===== src/hw/qbm_pkg.sv =====
/*
 * Constants for the queue, self-test, station management and EEPROM
 * register group: register offsets, field positions, reset images,
 * mode and operation codes, serial frame constants and timing.
 * Assumes a 40 MHz system clock and a classic Wishbone register bus.
 */
// How it works
// RULE1 - Writing one to transfer bit moves receive head block to transmit queue three.
// RULE2 - Queue logic clears the transfer bit itself when the move has finished.
// RULE3 - Writing one to disposition bit drops the whole current receive frame.
// RULE4 - Head status bit 17 shows head block ends frame; resets to one.
// RULE5 - Head status bit 16 shows head block ends a truncated frame.
// RULE6 - Head status gives next block index in 14:8, valid bytes in 7:0.
// RULE7 - Data status bit 24 set when next word read ends its frame.
// RULE8 - Data status bit 16 set while receive queue is empty; resets to one.
// RULE9 - Data status bits 1:0 give valid bytes in next word read.
// RULE10 - Writing one to self-test bit 31 launches the selected memory test.
// RULE11 - Bit 30 reports test failure, bit 29 pass; pass resets one, fail zero.
// RULE12 - With bit 20 set, memory address steps after each bypass access.
// RULE13 - Bit 19 enables self-test operation of the queue memory.
// RULE14 - Mode field: pattern, fill zeros, check zeros, fill ones, check ones, bypass.
// RULE15 - Bits 13:0 hold the queue memory word address for bypass accesses.
// RULE16 - Bypass data register reaches the memory word only in bypass mode.
// RULE17 - Management data low 16 bits hold PHY write value or read result.
// RULE18 - Management bit 12 set omits the 32-bit preamble, else it is sent.
// RULE19 - Management bit 11 starts a PHY transfer; hardware clears it when done.
// RULE20 - Management bit 10 one writes the PHY register, zero reads it back.
// RULE21 - Management bits 9:5 select PHY address, bits 4:0 the register.
// RULE22 - EEPROM data low 16 bits carry the word written or read back.
// RULE23 - EEPROM control bit 8 starts the operation; hardware clears it when done.
// RULE24 - EEPROM opcode: 11 erase, 10 read, 01 write, 00 enable or disable writes.
// RULE25 - PHY transfers use the standard management frame with turnaround and data.
// RULE26 - Software waits for management busy to clear before next transfer or read.
package qbm_pkg;

  // ****************************************
  // Register offsets (byte addresses)
  // ****************************************
  localparam logic [8:0] ADR_XFER = 9'h128;
  localparam logic [8:0] ADR_DROP = 9'h12c;
  localparam logic [8:0] ADR_HEAD = 9'h130;
  localparam logic [8:0] ADR_RDS = 9'h134;
  localparam logic [8:0] ADR_BCR = 9'h138;
  localparam logic [8:0] ADR_BYP = 9'h13c;
  localparam logic [8:0] ADR_MDD = 9'h140;
  localparam logic [8:0] ADR_MDC = 9'h144;
  localparam logic [8:0] ADR_EED = 9'h148;
  localparam logic [8:0] ADR_EEC = 9'h14c;

  // ****************************************
  // Field positions
  // ****************************************
  localparam int XFER_GO = 0;
  localparam int DROP_GO = 0;
  localparam int HD_EOF = 17;
  localparam int HD_TRUNC = 16;
  localparam int HD_NEXT = 8;
  localparam int HD_USED = 0;
  localparam int RD_EOF = 24;
  localparam int RD_EMPTY = 16;
  localparam int RD_SIZE = 0;
  localparam int BC_START = 31;
  localparam int BC_FAIL = 30;
  localparam int BC_PASS = 29;
  localparam int BC_AUTO = 20;
  localparam int BC_EN = 19;
  localparam int BC_MODE = 16;
  localparam int BC_ADDR = 0;
  localparam int MC_NOPRE = 12;
  localparam int MC_BUSY = 11;
  localparam int MC_WR = 10;
  localparam int MC_PHY = 5;
  localparam int MC_REG = 0;
  localparam int EC_BUSY = 8;
  localparam int EC_OP = 6;
  localparam int EC_ADDR = 0;

  // ****************************************
  // Reset images
  // ****************************************
  localparam logic [31:0] HEAD_RST = 32'h0002_0000;
  localparam logic [31:0] RDS_RST = 32'h0001_0000;
  localparam logic [31:0] BCR_RST = 32'h2010_0000;

  // ****************************************
  // Modes, opcodes, frame constants
  // ****************************************
  localparam logic [2:0] MODE_PAT = 3'h1;
  localparam logic [2:0] MODE_FILL0 = 3'h2;
  localparam logic [2:0] MODE_READ0 = 3'h3;
  localparam logic [2:0] MODE_FILL1 = 3'h4;
  localparam logic [2:0] MODE_READ1 = 3'h5;
  localparam logic [2:0] MODE_BYPASS = 3'h6;
  localparam logic [31:0] PAT_EVEN = 32'h5555_5555;
  localparam logic [31:0] PAT_ODD = 32'haaaa_aaaa;
  localparam logic [1:0] OP_ERASE = 2'h3;
  localparam logic [1:0] OP_READ = 2'h2;
  localparam logic [1:0] OP_WRITE = 2'h1;
  localparam logic [1:0] OP_WREN = 2'h0;
  localparam logic [1:0] MD_ST = 2'h1;
  localparam logic [1:0] MD_OP_WR = 2'h1;
  localparam logic [1:0] MD_OP_RD = 2'h2;
  localparam logic [1:0] MD_TA_WR = 2'h2;
  localparam logic [31:0] MD_PRE = 32'hffff_ffff;
  localparam logic [6:0] MD_BITS_PRE = 7'h40;
  localparam logic [6:0] MD_BITS = 7'h20;
  localparam logic [6:0] MD_TA_LEFT = 7'h12;
  localparam logic [6:0] MD_DATA_LEFT = 7'h10;
  localparam logic [4:0] EE_BITS_CMD = 5'h09;
  localparam logic [4:0] EE_BITS_DATA = 5'h19;
  localparam logic [4:0] EE_DATA_LEFT = 5'h10;

  // ****************************************
  // Timing
  // ****************************************
  localparam int CLK_NS = 25;
  localparam int SER_HALF_NS = 250;
  localparam int SER_HALF_CYC = (SER_HALF_NS + CLK_NS - 1) / CLK_NS;

endpackage : qbm_pkg


===== src/hw/qbm_regs.sv =====
/*
 * Control register group: receive queue transfer and drop commands,
 * receive head block and data status, queue memory self-test with
 * bypass access, PHY station management engine and EEPROM engine.
 * Assumes queue logic and queue memory on the same clock; memory read
 * data valid in the cycle after mem_re_o is high.
 */
`timescale 1ns/1ps
module qbm_regs
  import qbm_pkg::*;
#(
  parameter int MEM_WORDS = 16384
) (
  // Clock and reset
  input wire logic clk_i,
  input wire logic rst_i,
  // Wishbone slave
  input wire logic [8:0] adr_i,
  input wire logic [31:0] dat_i,
  input wire logic [3:0] sel_i,
  input wire logic we_i,
  input wire logic cyc_i,
  input wire logic stb_i,
  output logic [31:0] dat_o,
  output logic ack_o,
  // Receive queue logic
  input wire logic head_eof_i,
  input wire logic head_trunc_i,
  input wire logic [6:0] head_next_i,
  input wire logic [7:0] head_used_i,
  input wire logic rd_eof_i,
  input wire logic rd_empty_i,
  input wire logic [1:0] rd_size_i,
  input wire logic xfer_done_i,
  output logic xfer_req_o,
  output logic drop_frame_o,
  // Queue memory
  input wire logic [31:0] mem_rdata_i,
  output logic [13:0] mem_addr_o,
  output logic [31:0] mem_wdata_o,
  output logic mem_we_o,
  output logic mem_re_o,
  output logic mem_test_o,
  // PHY management link
  input wire logic mdio_i,
  output logic mdc_o,
  output logic mdio_o,
  output logic mdio_oe_n_o,
  // Serial EEPROM
  input wire logic ee_do_i,
  output logic ee_cs_o,
  output logic ee_sk_o,
  output logic ee_di_o
);

  // ****************************************
  // State
  // ****************************************
  localparam int DIVW = $clog2(SER_HALF_CYC + 1);
  localparam logic [DIVW-1:0] DIV_LAST = DIVW'(SER_HALF_CYC - 1);
  localparam logic [13:0] LAST_ADDR = 14'(MEM_WORDS - 1);

  typedef enum logic [2:0] {B_IDLE, B_WR, B_RD, B_W1, B_CHK} qbm_bist_t;
  typedef enum logic [1:0] {W_IDLE, W_RD1, W_RD2} qbm_wb_t;

  typedef struct packed {
    logic ack;
    logic [31:0] dat;
    qbm_wb_t wst;
    logic xfer;
    logic drop;
    logic [31:0] head_img;
    logic [31:0] rd_img;
    logic auto_inc;
    logic bist_en;
    logic [2:0] mode;
    logic [13:0] ram_addr;
    logic pass;
    logic fail;
    qbm_bist_t bst;
    logic [13:0] baddr;
    logic berr;
    logic mem_we;
    logic mem_re;
    logic [13:0] mem_addr;
    logic [31:0] mem_wdata;
    logic [15:0] md_data;
    logic [12:0] md_ctl;
    logic [63:0] md_sh;
    logic [6:0] md_cnt;
    logic mdc;
    logic mdio;
    logic mdio_oe_n;
    logic [2:0] md_s;
    logic md_f;
    logic [15:0] ee_data;
    logic [8:0] ee_ctl;
    logic [24:0] ee_sh;
    logic [4:0] ee_cnt;
    logic sk;
    logic cs;
    logic di;
    logic [2:0] ee_s;
    logic ee_f;
    logic [DIVW-1:0] div;
    logic tick;
  } qbm_state_t;

  localparam qbm_state_t S_RST = '{wst: W_IDLE, bst: B_IDLE, head_img: HEAD_RST, rd_img: RDS_RST,
    pass: BCR_RST[BC_PASS], auto_inc: BCR_RST[BC_AUTO], mdio_oe_n: 1'b1, default: '0};

  qbm_state_t s;
  qbm_state_t next_s;

  function automatic logic [31:0] qbm_merge(input logic [31:0] old, input logic [31:0] wd,
                                            input logic [3:0] be);
    logic [31:0] r;
    r = old;
    for (int i = 0; i < 4; i++) begin
      if (be[i]) begin
        r[i*8 +: 8] = wd[i*8 +: 8];
      end
    end
    return r;
  endfunction : qbm_merge

  function automatic logic qbm_fills(input logic [2:0] m);
    return (m == MODE_PAT) || (m == MODE_FILL0) || (m == MODE_FILL1);
  endfunction : qbm_fills

  function automatic logic qbm_checks(input logic [2:0] m);
    return (m == MODE_PAT) || (m == MODE_READ0) || (m == MODE_READ1);
  endfunction : qbm_checks

  logic bus_req;
  logic byp_ok;
  assign bus_req = cyc_i & stb_i & ~s.ack & (s.wst == W_IDLE);
  assign byp_ok = (s.mode == MODE_BYPASS) && (s.bst == B_IDLE);

  // ****************************************
  // Next state
  // ****************************************
  always_comb begin
    logic [31:0] rimg;
    logic [31:0] bcr_img;
    logic [31:0] wv;
    logic [31:0] bexp;
    logic [31:0] md_frame;
    logic adv;
    logic err_n;
    next_s = s;
    rimg = '0;
    wv = '0;
    adv = 1'b0;
    err_n = s.berr;
    md_frame = '0;
    bexp = '0;
    next_s.ack = 1'b0;
    next_s.drop = 1'b0;
    next_s.mem_we = 1'b0;
    next_s.mem_re = 1'b0;
    next_s.tick = 1'b0;
    bcr_img = '0;
    bcr_img[BC_FAIL] = s.fail;
    bcr_img[BC_PASS] = s.pass;
    bcr_img[BC_AUTO] = s.auto_inc;
    bcr_img[BC_EN] = s.bist_en;
    bcr_img[BC_MODE +: 3] = s.mode;
    bcr_img[BC_ADDR +: 14] = s.ram_addr;

    // Shared serial bit clock divider
    if (s.div == DIV_LAST) begin
      next_s.div = '0;
      next_s.tick = 1'b1;
    end else begin
      next_s.div = s.div + 1'b1;
    end

    // Status images follow the queue logic every cycle
    next_s.head_img = '0;
    next_s.head_img[HD_EOF] = head_eof_i; // [RULE4]
    next_s.head_img[HD_TRUNC] = head_trunc_i; // [RULE5]
    next_s.head_img[HD_NEXT +: 7] = head_next_i; // [RULE6]
    next_s.head_img[HD_USED +: 8] = head_used_i; // [RULE6]
    next_s.rd_img = '0;
    next_s.rd_img[RD_EOF] = rd_eof_i; // [RULE7]
    next_s.rd_img[RD_EMPTY] = rd_empty_i; // [RULE8]
    next_s.rd_img[RD_SIZE +: 2] = rd_size_i; // [RULE9]

    // Pin synchronisers: a level counts once the last two stages agree
    next_s.md_s = {s.md_s[1:0], mdio_i};
    if (s.md_s[1] == s.md_s[2]) begin
      next_s.md_f = s.md_s[2];
    end
    next_s.ee_s = {s.ee_s[1:0], ee_do_i};
    if (s.ee_s[1] == s.ee_s[2]) begin
      next_s.ee_f = s.ee_s[2];
    end

    if (xfer_done_i) begin
      next_s.xfer = 1'b0; // [RULE2]
    end

    // ****************************************
    // Memory self-test engine
    // ****************************************
    case (s.mode)
      MODE_PAT: bexp = s.baddr[0] ? PAT_ODD : PAT_EVEN;
      MODE_FILL1, MODE_READ1: bexp = '1;
      default: bexp = '0;
    endcase
    case (s.bst)
      B_WR: begin
        next_s.mem_we = 1'b1;
        next_s.mem_addr = s.baddr;
        next_s.mem_wdata = bexp;
        if (qbm_checks(s.mode)) begin
          next_s.bst = B_RD;
        end else begin
          adv = 1'b1;
        end
      end
      B_RD: begin
        next_s.mem_re = 1'b1;
        next_s.mem_addr = s.baddr;
        next_s.bst = B_W1;
      end
      B_W1: next_s.bst = B_CHK;
      B_CHK: begin
        err_n = s.berr | (mem_rdata_i != bexp); // [RULE14]
        next_s.berr = err_n;
        adv = 1'b1;
      end
      default: ;
    endcase
    if (adv) begin
      if (s.baddr == LAST_ADDR) begin
        next_s.bst = B_IDLE;
        next_s.pass = ~err_n; // [RULE11]
        next_s.fail = err_n; // [RULE11]
      end else begin
        next_s.baddr = s.baddr + 1'b1;
        next_s.bst = qbm_fills(s.mode) ? B_WR : B_RD;
      end
    end

    // ****************************************
    // Station management engine
    // ****************************************
    if (s.md_ctl[MC_BUSY] && s.tick) begin
      if (!s.mdc) begin
        next_s.mdc = 1'b1;
        if (!s.md_ctl[MC_WR] && s.md_cnt <= MD_DATA_LEFT) begin
          next_s.md_data = {s.md_data[14:0], s.md_f}; // [RULE20]
        end
        next_s.md_cnt = s.md_cnt - 1'b1;
      end else begin
        next_s.mdc = 1'b0;
        if (s.md_cnt == '0) begin
          next_s.md_ctl[MC_BUSY] = 1'b0; // [RULE19]
          next_s.mdio_oe_n = 1'b1;
          next_s.mdio = 1'b1;
        end else begin
          next_s.md_sh = {s.md_sh[62:0], 1'b0};
          next_s.mdio = s.md_sh[62];
          // Release the line from turnaround on for reads [RULE25]
          next_s.mdio_oe_n = !s.md_ctl[MC_WR] && (s.md_cnt <= MD_TA_LEFT);
        end
      end
    end

    // ****************************************
    // EEPROM engine
    // ****************************************
    if (s.ee_ctl[EC_BUSY] && s.tick) begin
      if (!s.sk) begin
        next_s.sk = 1'b1;
        if (s.ee_ctl[EC_OP +: 2] == OP_READ && s.ee_cnt <= EE_DATA_LEFT) begin
          next_s.ee_data = {s.ee_data[14:0], s.ee_f}; // [RULE22]
        end
        next_s.ee_cnt = s.ee_cnt - 1'b1;
      end else begin
        next_s.sk = 1'b0;
        if (s.ee_cnt == '0) begin
          next_s.ee_ctl[EC_BUSY] = 1'b0; // [RULE23]
          next_s.cs = 1'b0;
          next_s.di = 1'b0;
        end else begin
          next_s.ee_sh = {s.ee_sh[23:0], 1'b0};
          next_s.di = s.ee_sh[23];
        end
      end
    end

    // ****************************************
    // Wishbone slave
    // ****************************************
    case (adr_i)
      ADR_XFER: rimg[XFER_GO] = s.xfer;
      ADR_HEAD: rimg = s.head_img;
      ADR_RDS: rimg = s.rd_img;
      ADR_BCR: rimg = bcr_img;
      ADR_MDD: rimg[15:0] = s.md_data; // [RULE17]
      ADR_MDC: rimg[12:0] = s.md_ctl;
      ADR_EED: rimg[15:0] = s.ee_data;
      ADR_EEC: rimg[8:0] = s.ee_ctl;
      default: rimg = '0;
    endcase
    case (s.wst)
      W_RD1: next_s.wst = W_RD2;
      W_RD2: begin
        next_s.dat = mem_rdata_i; // [RULE16]
        next_s.ack = 1'b1;
        next_s.wst = W_IDLE;
        if (s.auto_inc) begin
          next_s.ram_addr = s.ram_addr + 1'b1; // [RULE12]
        end
      end
      default: begin
        if (bus_req) begin
          next_s.ack = 1'b1;
          next_s.dat = rimg;
          if (adr_i == ADR_BYP && byp_ok) begin
            next_s.mem_addr = s.ram_addr; // [RULE15]
            if (we_i) begin
              next_s.mem_we = 1'b1; // [RULE16]
              next_s.mem_wdata = dat_i;
              if (s.auto_inc) begin
                next_s.ram_addr = s.ram_addr + 1'b1; // [RULE12]
              end
            end else begin
              next_s.ack = 1'b0;
              next_s.mem_re = 1'b1;
              next_s.wst = W_RD1;
            end
          end
          if (we_i) begin
            case (adr_i)
              ADR_XFER: if (sel_i[0] && dat_i[XFER_GO]) next_s.xfer = 1'b1; // [RULE1]
              ADR_DROP: next_s.drop = sel_i[0] & dat_i[DROP_GO]; // [RULE3]
              ADR_BCR: begin
                wv = qbm_merge(bcr_img, dat_i, sel_i);
                next_s.auto_inc = wv[BC_AUTO];
                next_s.bist_en = wv[BC_EN]; // [RULE13]
                next_s.mode = wv[BC_MODE +: 3]; // [RULE14]
                next_s.ram_addr = wv[BC_ADDR +: 14]; // [RULE15]
                // Reserved modes and bypass start nothing
                if (sel_i[3] && dat_i[BC_START] && wv[BC_EN] && s.bst == B_IDLE &&
                    (qbm_fills(wv[BC_MODE +: 3]) || qbm_checks(wv[BC_MODE +: 3]))) begin
                  next_s.baddr = '0; // [RULE10]
                  next_s.berr = 1'b0;
                  next_s.pass = 1'b0;
                  next_s.fail = 1'b0;
                  next_s.bst = qbm_fills(wv[BC_MODE +: 3]) ? B_WR : B_RD;
                end
              end
              ADR_MDD: begin
                wv = qbm_merge({16'h0, s.md_data}, dat_i, sel_i);
                next_s.md_data = wv[15:0]; // [RULE17]
              end
              ADR_MDC: begin
                // Writes while busy are dropped so a frame in flight stays intact [RULE26]
                if (!next_s.md_ctl[MC_BUSY]) begin
                  wv = qbm_merge({19'h0, s.md_ctl}, dat_i, sel_i);
                  next_s.md_ctl = wv[12:0]; // [RULE21]
                  md_frame = {MD_ST, wv[MC_WR] ? MD_OP_WR : MD_OP_RD, wv[MC_PHY +: 5], wv[MC_REG +: 5],
                              wv[MC_WR] ? MD_TA_WR : 2'h0, s.md_data}; // [RULE25] [RULE20] [RULE21]
                  if (wv[MC_BUSY]) begin
                    next_s.md_sh = wv[MC_NOPRE] ? {md_frame, 32'h0} : {MD_PRE, md_frame}; // [RULE18]
                    next_s.md_cnt = wv[MC_NOPRE] ? MD_BITS : MD_BITS_PRE; // [RULE18]
                    next_s.mdio = wv[MC_NOPRE] ? md_frame[31] : MD_PRE[31];
                    next_s.mdio_oe_n = 1'b0;
                    next_s.mdc = 1'b0; // [RULE19]
                  end
                end
              end
              ADR_EED: begin
                wv = qbm_merge({16'h0, s.ee_data}, dat_i, sel_i);
                next_s.ee_data = wv[15:0]; // [RULE22]
              end
              ADR_EEC: begin
                if (!next_s.ee_ctl[EC_BUSY]) begin
                  wv = qbm_merge({23'h0, s.ee_ctl}, dat_i, sel_i);
                  next_s.ee_ctl = wv[8:0];
                  if (wv[EC_BUSY]) begin
                    // Only read and write carry a data phase [RULE24]
                    next_s.ee_sh = {1'b1, wv[EC_OP +: 2], wv[EC_ADDR +: 6], s.ee_data};
                    next_s.ee_cnt = (wv[EC_OP +: 2] == OP_READ || wv[EC_OP +: 2] == OP_WRITE) ?
                                    EE_BITS_DATA : EE_BITS_CMD; // [RULE24]
                    next_s.cs = 1'b1; // [RULE23]
                    next_s.di = 1'b1;
                    next_s.sk = 1'b0;
                  end
                end
              end
              default: ;
            endcase
          end
        end
      end
    endcase
  end

  always_ff @(posedge clk_i) begin
    if (rst_i) begin
      s <= S_RST;
    end else begin
      s <= next_s;
    end
  end

  assign dat_o = s.dat;
  assign ack_o = s.ack;
  assign xfer_req_o = s.xfer;
  assign drop_frame_o = s.drop;
  assign mem_addr_o = s.mem_addr;
  assign mem_wdata_o = s.mem_wdata;
  assign mem_we_o = s.mem_we;
  assign mem_re_o = s.mem_re;
  assign mem_test_o = s.bist_en;
  assign mdc_o = s.mdc;
  assign mdio_o = s.mdio;
  assign mdio_oe_n_o = s.mdio_oe_n;
  assign ee_cs_o = s.cs;
  assign ee_sk_o = s.sk;
  assign ee_di_o = s.di;
endmodule : qbm_regs


===== config.mk =====
export PLATFORM = sky130hd
export DESIGN_NAME = qbm_regs
export DESIGN_NICKNAME = d
export VERILOG_FILES = /design/src/hw/qbm_pkg.sv /design/src/hw/qbm_regs.sv
export SDC_FILE = /design/constraint.sdc
export NUM_CORES = 1
export LEC_CHECK = 0
export BUFFER_PORTS_ARGS = -buffer_cell sky130_fd_sc_hd__buf_4
export CELL_PAD_IN_SITES_DETAIL_PLACEMENT = 0
export CELL_PAD_IN_SITES_GLOBAL_PLACEMENT = 1
export CORE_UTILIZATION = 30
export CTS_CLUSTER_DIAMETER = 120
export CTS_CLUSTER_SIZE = 8
export DETAILED_ROUTE_END_ITERATION = 10
export PLACE_DENSITY = 0.65
export REMOVE_ABC_BUFFERS = 1
export SYNTH_ARGS = -nofsm -noshare
export SYNTH_HDL_FRONTEND = slang
export SYNTH_SLANG_ARGS = --single-unit

===== constraint.sdc =====
create_clock -name clk_i -period 6.1 [get_ports clk_i]
set_clock_uncertainty 0.2 [all_clocks]
set_input_delay 0.915 -clock clk_i [delete_from_list [all_inputs] [get_ports clk_i]]
set_output_delay 0.915 -clock clk_i [all_outputs]
set_load 0.02 [all_outputs]

# --- Yosys cells after proc, flatten, opt, wreduce, memory -nomap -nowiden ---
# Index checks and enable logic that the tools add are counted.
classes:
  addsub: 5
  n_lt_le_gt_ge: 3
  n_eq_ne: 43
  n_mux: 120
  n_bitwise: 14
  n_reduce_logical: 43
op_table:
  columns: ["cell", "n"]
  rows:
  - ["$mux W64", 3]
  - ["$mux W190", 1]
  - ["$mux W58", 3]
  - ["$mux W87", 2]
  - ["$mux W171", 1]
  - ["$mux W74", 2]
  - ["$mux W16", 7]
  - ["$mux W103", 1]
  - ["$mux W32", 3]
  - ["$eq A9 B9 Y1 const B", 10]
  - ["$mux W42", 2]
  - ["$mux W39", 2]
  - ["$mux W8", 9]
  - ["$mux W14", 5]
  - ["$mux W33", 2]
  - ["$pmux W33 S2", 1]
  - ["$mux W5", 13]
  - ["$pmux W32 S2", 1]
  - ["$pmux W8 S7", 1]
  - ["$mux W25", 2]
  - ["$mux W48", 1]
  - ["$pmux W16 S3", 1]
  - ["$mux W37", 1]
  - ["$ne A32 B32 Y1", 1]
  - ["other kinds (50)", 153]
totals:
  reg_bits: 362
  word_cells: 275

# --- Depth between registers and ports, before layout ---
logic_depth:
  depth_word: 19
  ltp_mapped: 12

# --- Least setup slack after synthesis ---
# Ideal clock, no wire load.
synth_path:
  path_kind: "in2reg"
  startpoint: "in adr_i[5]"
  endpoint: "reg s[51] in the netlist's numbering"
  setup_ns: 0.132
  arrival_time_ns: 2.619
  required_ns: 5.768
  slack_ns: 3.149
  stages: 7
  n_path_buf: 2
  cell_sequence: "or4b_2 -> clkbuf_1 -> nor3_4 -> a221oi_2 -> clkbuf_1 -> a22oi_1 -> a21oi_1"
synth_via:
  elab_chain_len: 5
  elab_cells_between_ends: 6
synth_lines:
  columns: ["item", "line_no", "source"]
  rows:
  - ["start: declaration", "qbm_regs.sv:18", "input wire logic [8:0] adr_i,"]
  - ["$eq A9 B9 Y1 *", "qbm_regs.sv:338", "case (adr_i)"]
  - ["$mux W16", "qbm_regs.sv:338", null]
  - ["$mux W58", "qbm_regs.sv:337", "if (we_i) begin"]
  - ["$mux W58", "qbm_regs.sv:320", "if (bus_req) begin"]
  - ["$mux W58", "qbm_regs.sv:309", "case (s.wst)"]
  - ["end signal: assignment", "qbm_regs.sv:408", "s <= next_s;"]
  - ["end: declaration", "qbm_regs.sv:112", "qbm_state_t s;"]
# Every way passes the cells marked *; elsewhere a longest branch is shown, timed or not.
# A chain may end at the register's enable or synchronous reset.

# --- Worst setup path after layout ---
layout_path:
  startpoint: "reg s[327] in the netlist's numbering"
  endpoint: "reg s[107] in the netlist's numbering"
layout_via:
  elab_chain_len: 4
  elab_cells_between_ends: 7
layout_lines:
  columns: ["item", "line_no", "source"]
  rows:
  - ["$logic_not A2 Y1", "qbm_regs.sv:137", "assign bus_req = cyc_i & stb_i & ~s.ack & (s.wst == W_IDLE);"]
  - ["$and A1 B1 Y1", "qbm_regs.sv:137", null]
  - ["$mux W190", "qbm_regs.sv:320", null]
  - ["$mux W171 *", "qbm_regs.sv:309", null]
# Every way passes the cells marked *; elsewhere a longest branch is shown, timed or not. The select of a mux whose other input is x is not followed.

==> impl_metrics.ini <==
[timing]
slew_violations = 0
fmax_mhz = 252
tightestPinTransition_ns = 1.15
hold_viol = 0
relSlewSlack = 0.228
grt_setup_unrepaired = no
timing.final.crit_share = 0.651
setup-tns-final_ns = 0
setup_viol = 0
finalCriticalPeriod_ns = 3.97

[synthesis]
synth.avg_cell_area_um2 = 8.45
synthArstFlopShare = 0
ys_ff_latch = 317
synth-edff-count = 0
yosysTopAreaCell = dfxtp_1
yosysWarnings = 0
netlist_instances = 1826
synth_top_cell_area_share = 0.411
synthTopCellsByArea = dfxtp_1 41%, mux2i_1 5.6%, a21oi_1 5.4%
seq_area_frac_synth = 0.411
synth_area_mm2 = 0.0154
synth.distinct_cells = 89
synth_flop_cell = dfxtp_1

[detailed_routing]
final_antenna_net_count = 0
drt_first_pass_iters = 5
post_drt_wl_per_cell_um = 22.3
num_vias = 14107
drt_wl_total_um = 56800
vias_per_cell = 5.53
first_iter_violations = 1310
drc = 0

[finish]
drive_gt1_frac = 0.165
area_growth_pct = 16.6
nets = 1989

[global_routing]
grt_max_degree = 86
grt_usage = 0.210
grt_pass1_wl_um = 85200
grt_pass1_vias = 13269
overflow = 0
antenna_found_initial = 2

[worst_hold_path]
hold-path-cell-count = 1
min_path_type = reg2reg

[cts]
cts_buffer_depth = 3
cts_tree = yes
cts.clk_slew.worst_paths_ns = 0.05
cts_made_buffers = 45
ctsResizeCount = 0
cts_hold_buf = 0
htreeDepth = 2
worstSkewPairLatency_ns = 0.56
clock-sinks = 317
root_buffer = clkbuf_16
cts_setup_buffers = 0

[floorplanning]
start_util = 0.306
row_count = 82
fp.dieH_um = 229
num_io_pins = 196
dieArea_mm2 = 0.0523
die_w_um = 229
fp.coreArea_mm2 = 0.0505

[setup_path]
crit_path_end = s[107]
r2r-end = s[107]
rrSetupSlack_ns = 2.13
crit_path_start_kind = flip-flop
crit_path_start = s[327]
crit_required_ns = 6.31
crit_path_end_kind = flip-flop
r2r_start = s[327]
crit_type = reg2reg
cp.arrival_ns = 4.18
path_max_fanout = 27
r2r_cells = 10

[pwr]
leakage_nw = 6.36
clkPwrFrac = 0.483
sw_frac_of_total = 0.238
vdd_drop_max_mv = 0.155
total_power_mw = 4.64
p_per_area_mw_per_mm2 = 258
power_frac_comb = 0.061
switchingPower_mw = 1.10
seqPwrFrac = 0.456
p_int_mw = 3.54

[place]
gp_congestion = 0.947
hpwlAfterDp_um = 40300
port_buffers = 195

[run_status]
outcome = complete, no violations

[flow_run]
maxCapViolCount = 0
==> worst min path at each step <==
| stage | start | endpoint | slack, ns |
|---|---|---|---|
| 2_1_floorplan | next_s[69] | next_s[70] | 0.21 |
| 3_3_place_gp | next_s[7] | next_s[8] | 0.22 |
| 3_5_place_dp | next_s[7] | next_s[8] | 0.22 |
| 4_1_cts | next_s[7] | next_s[8] | 0.23 |
| 5_1_grt | next_s[7] | next_s[8] | 0.26 |
| 6_report | next_s[7] | next_s[8] | 0.23 |
==> final cells by class <==
type,count,area [um2]
Fill cell,5270,32500
Antenna cell,1,2.50
Sequential cell,317,6350
Clock buffer,47,1180
Clock inverter,2,13.8
Inverter,26,97.6
Timing Repair Buffer,216,1630
Tap cell,672,841
Multi-Input combinational cell,1268,7870
==> worst max-delay path: stages (launching register included) <==
cell and delay (ns):
dfxtp_1 0.33, inv_1 0.08, ha_1 0.20, nand4b_1 0.52, or3_1 0.68, nor3b_4 0.21
buf_4 0.32, nand2_2 0.37, nand2_1 0.42, buf_4 0.36, o22ai_1 0.10
==> stage by stage <==
stage	instances	hold WS, ns	instance area (um2)	utilization	setup WS (ns)
global placement	2499	0.221	16800	0.332	1.85
global route	2548	0.259	18000	0.356	1.96
floorplan	1611	0.214	14300	-	1.49
detailed placement	2499	0.224	16800	0.332	1.76
CTS	2548	0.235	18000	0.356	2.16
finish	2549	0.232	18000	0.356	2.13
==> state kept, by name (all words and copies together) (netlist names), 4 cells and up <==
name and cells:
s 223, dat_o 32, mem_wdata_o 32, mem_addr_o 14, next_s 4
==> cell families after synthesis <==
group | count (synthesis) | share of synthesized area
and+or+nand+nor | 625 | 0.201
AOI/OAI and AO/OA | 512 | 0.220
DFF | 317 | 0.411
buffers and inverters | 241 | 0.0798
muxes | 94 | 0.0638
xor gates and xnor gates | 28 | 0.0159
adders and majority gates | 9 | 0.00730
==> routing by layer <==
| metal | global-route usage | wire [um] |
|---|---|---|
| met2 | 0.315 | 24600 |
| met5 | 0 | 17 |
| met1 | 0.294 | 26400 |
| met4 | 0.0770 | 1680 |
| met3 | 0.0445 | 4030 |
==> cells in the final DEF, fill, tap and decap left out, drive strengths merged, types with 9 or more instances in the layout <==
cell type,netlist,layout
a211oi,60,60
a21oi,165,165
a22oi,49,49
a311oi,28,28
a31oi,13,13
and2,9,9
and3,53,53
buf,102,216
clkbuf,113,47
dfxtp,317,317
ha,9,9
inv,25,26
mux2i,86,86
nand2,181,181
nand3,25,25
nand4,24,24
nor2,165,165
nor2b,26,26
nor3,67,67
nor3b,9,9
nor4,17,17
o21ai,65,65
o22ai,26,26
o2bb2ai,20,20
o31ai,13,13
xnor2,16,16
xor2,12,12
==> cells in the mapped netlist (all sizes together), types with 12 or more instances <==
| master | count |
|---|---|
| a211oi | 60 |
| a21oi | 165 |
| a22oi | 49 |
| a311oi | 28 |
| a31oi | 13 |
| and3 | 53 |
| buf | 102 |
| clkbuf | 113 |
| dfxtp | 317 |
| inv | 25 |
| mux2i | 86 |
| nand2 | 181 |
| nand3 | 25 |
| nand4 | 24 |
| nor2 | 165 |
| nor2b | 26 |
| nor3 | 67 |
| nor4 | 17 |
| o21ai | 65 |
| o22ai | 26 |
| o2bb2ai | 20 |
| o31ai | 13 |
| xnor2 | 16 |
| xor2 | 12 |
==> power by group through the flow <==
stage | combinational, mW | sequential [mW] | clock, mW
after CTS | 0.281 | 2.11 | 2.31
after global routing | 0.300 | 2.11 | 2.40
after detailed placement | 0.280 | 2.16 | 0
after floorplan | 0.0801 | 2.16 | 0
final | 0.282 | 2.12 | 2.24
after global placement | 0.279 | 2.16 | 0
No activity file was read; power rests on OpenSTA's default activity.
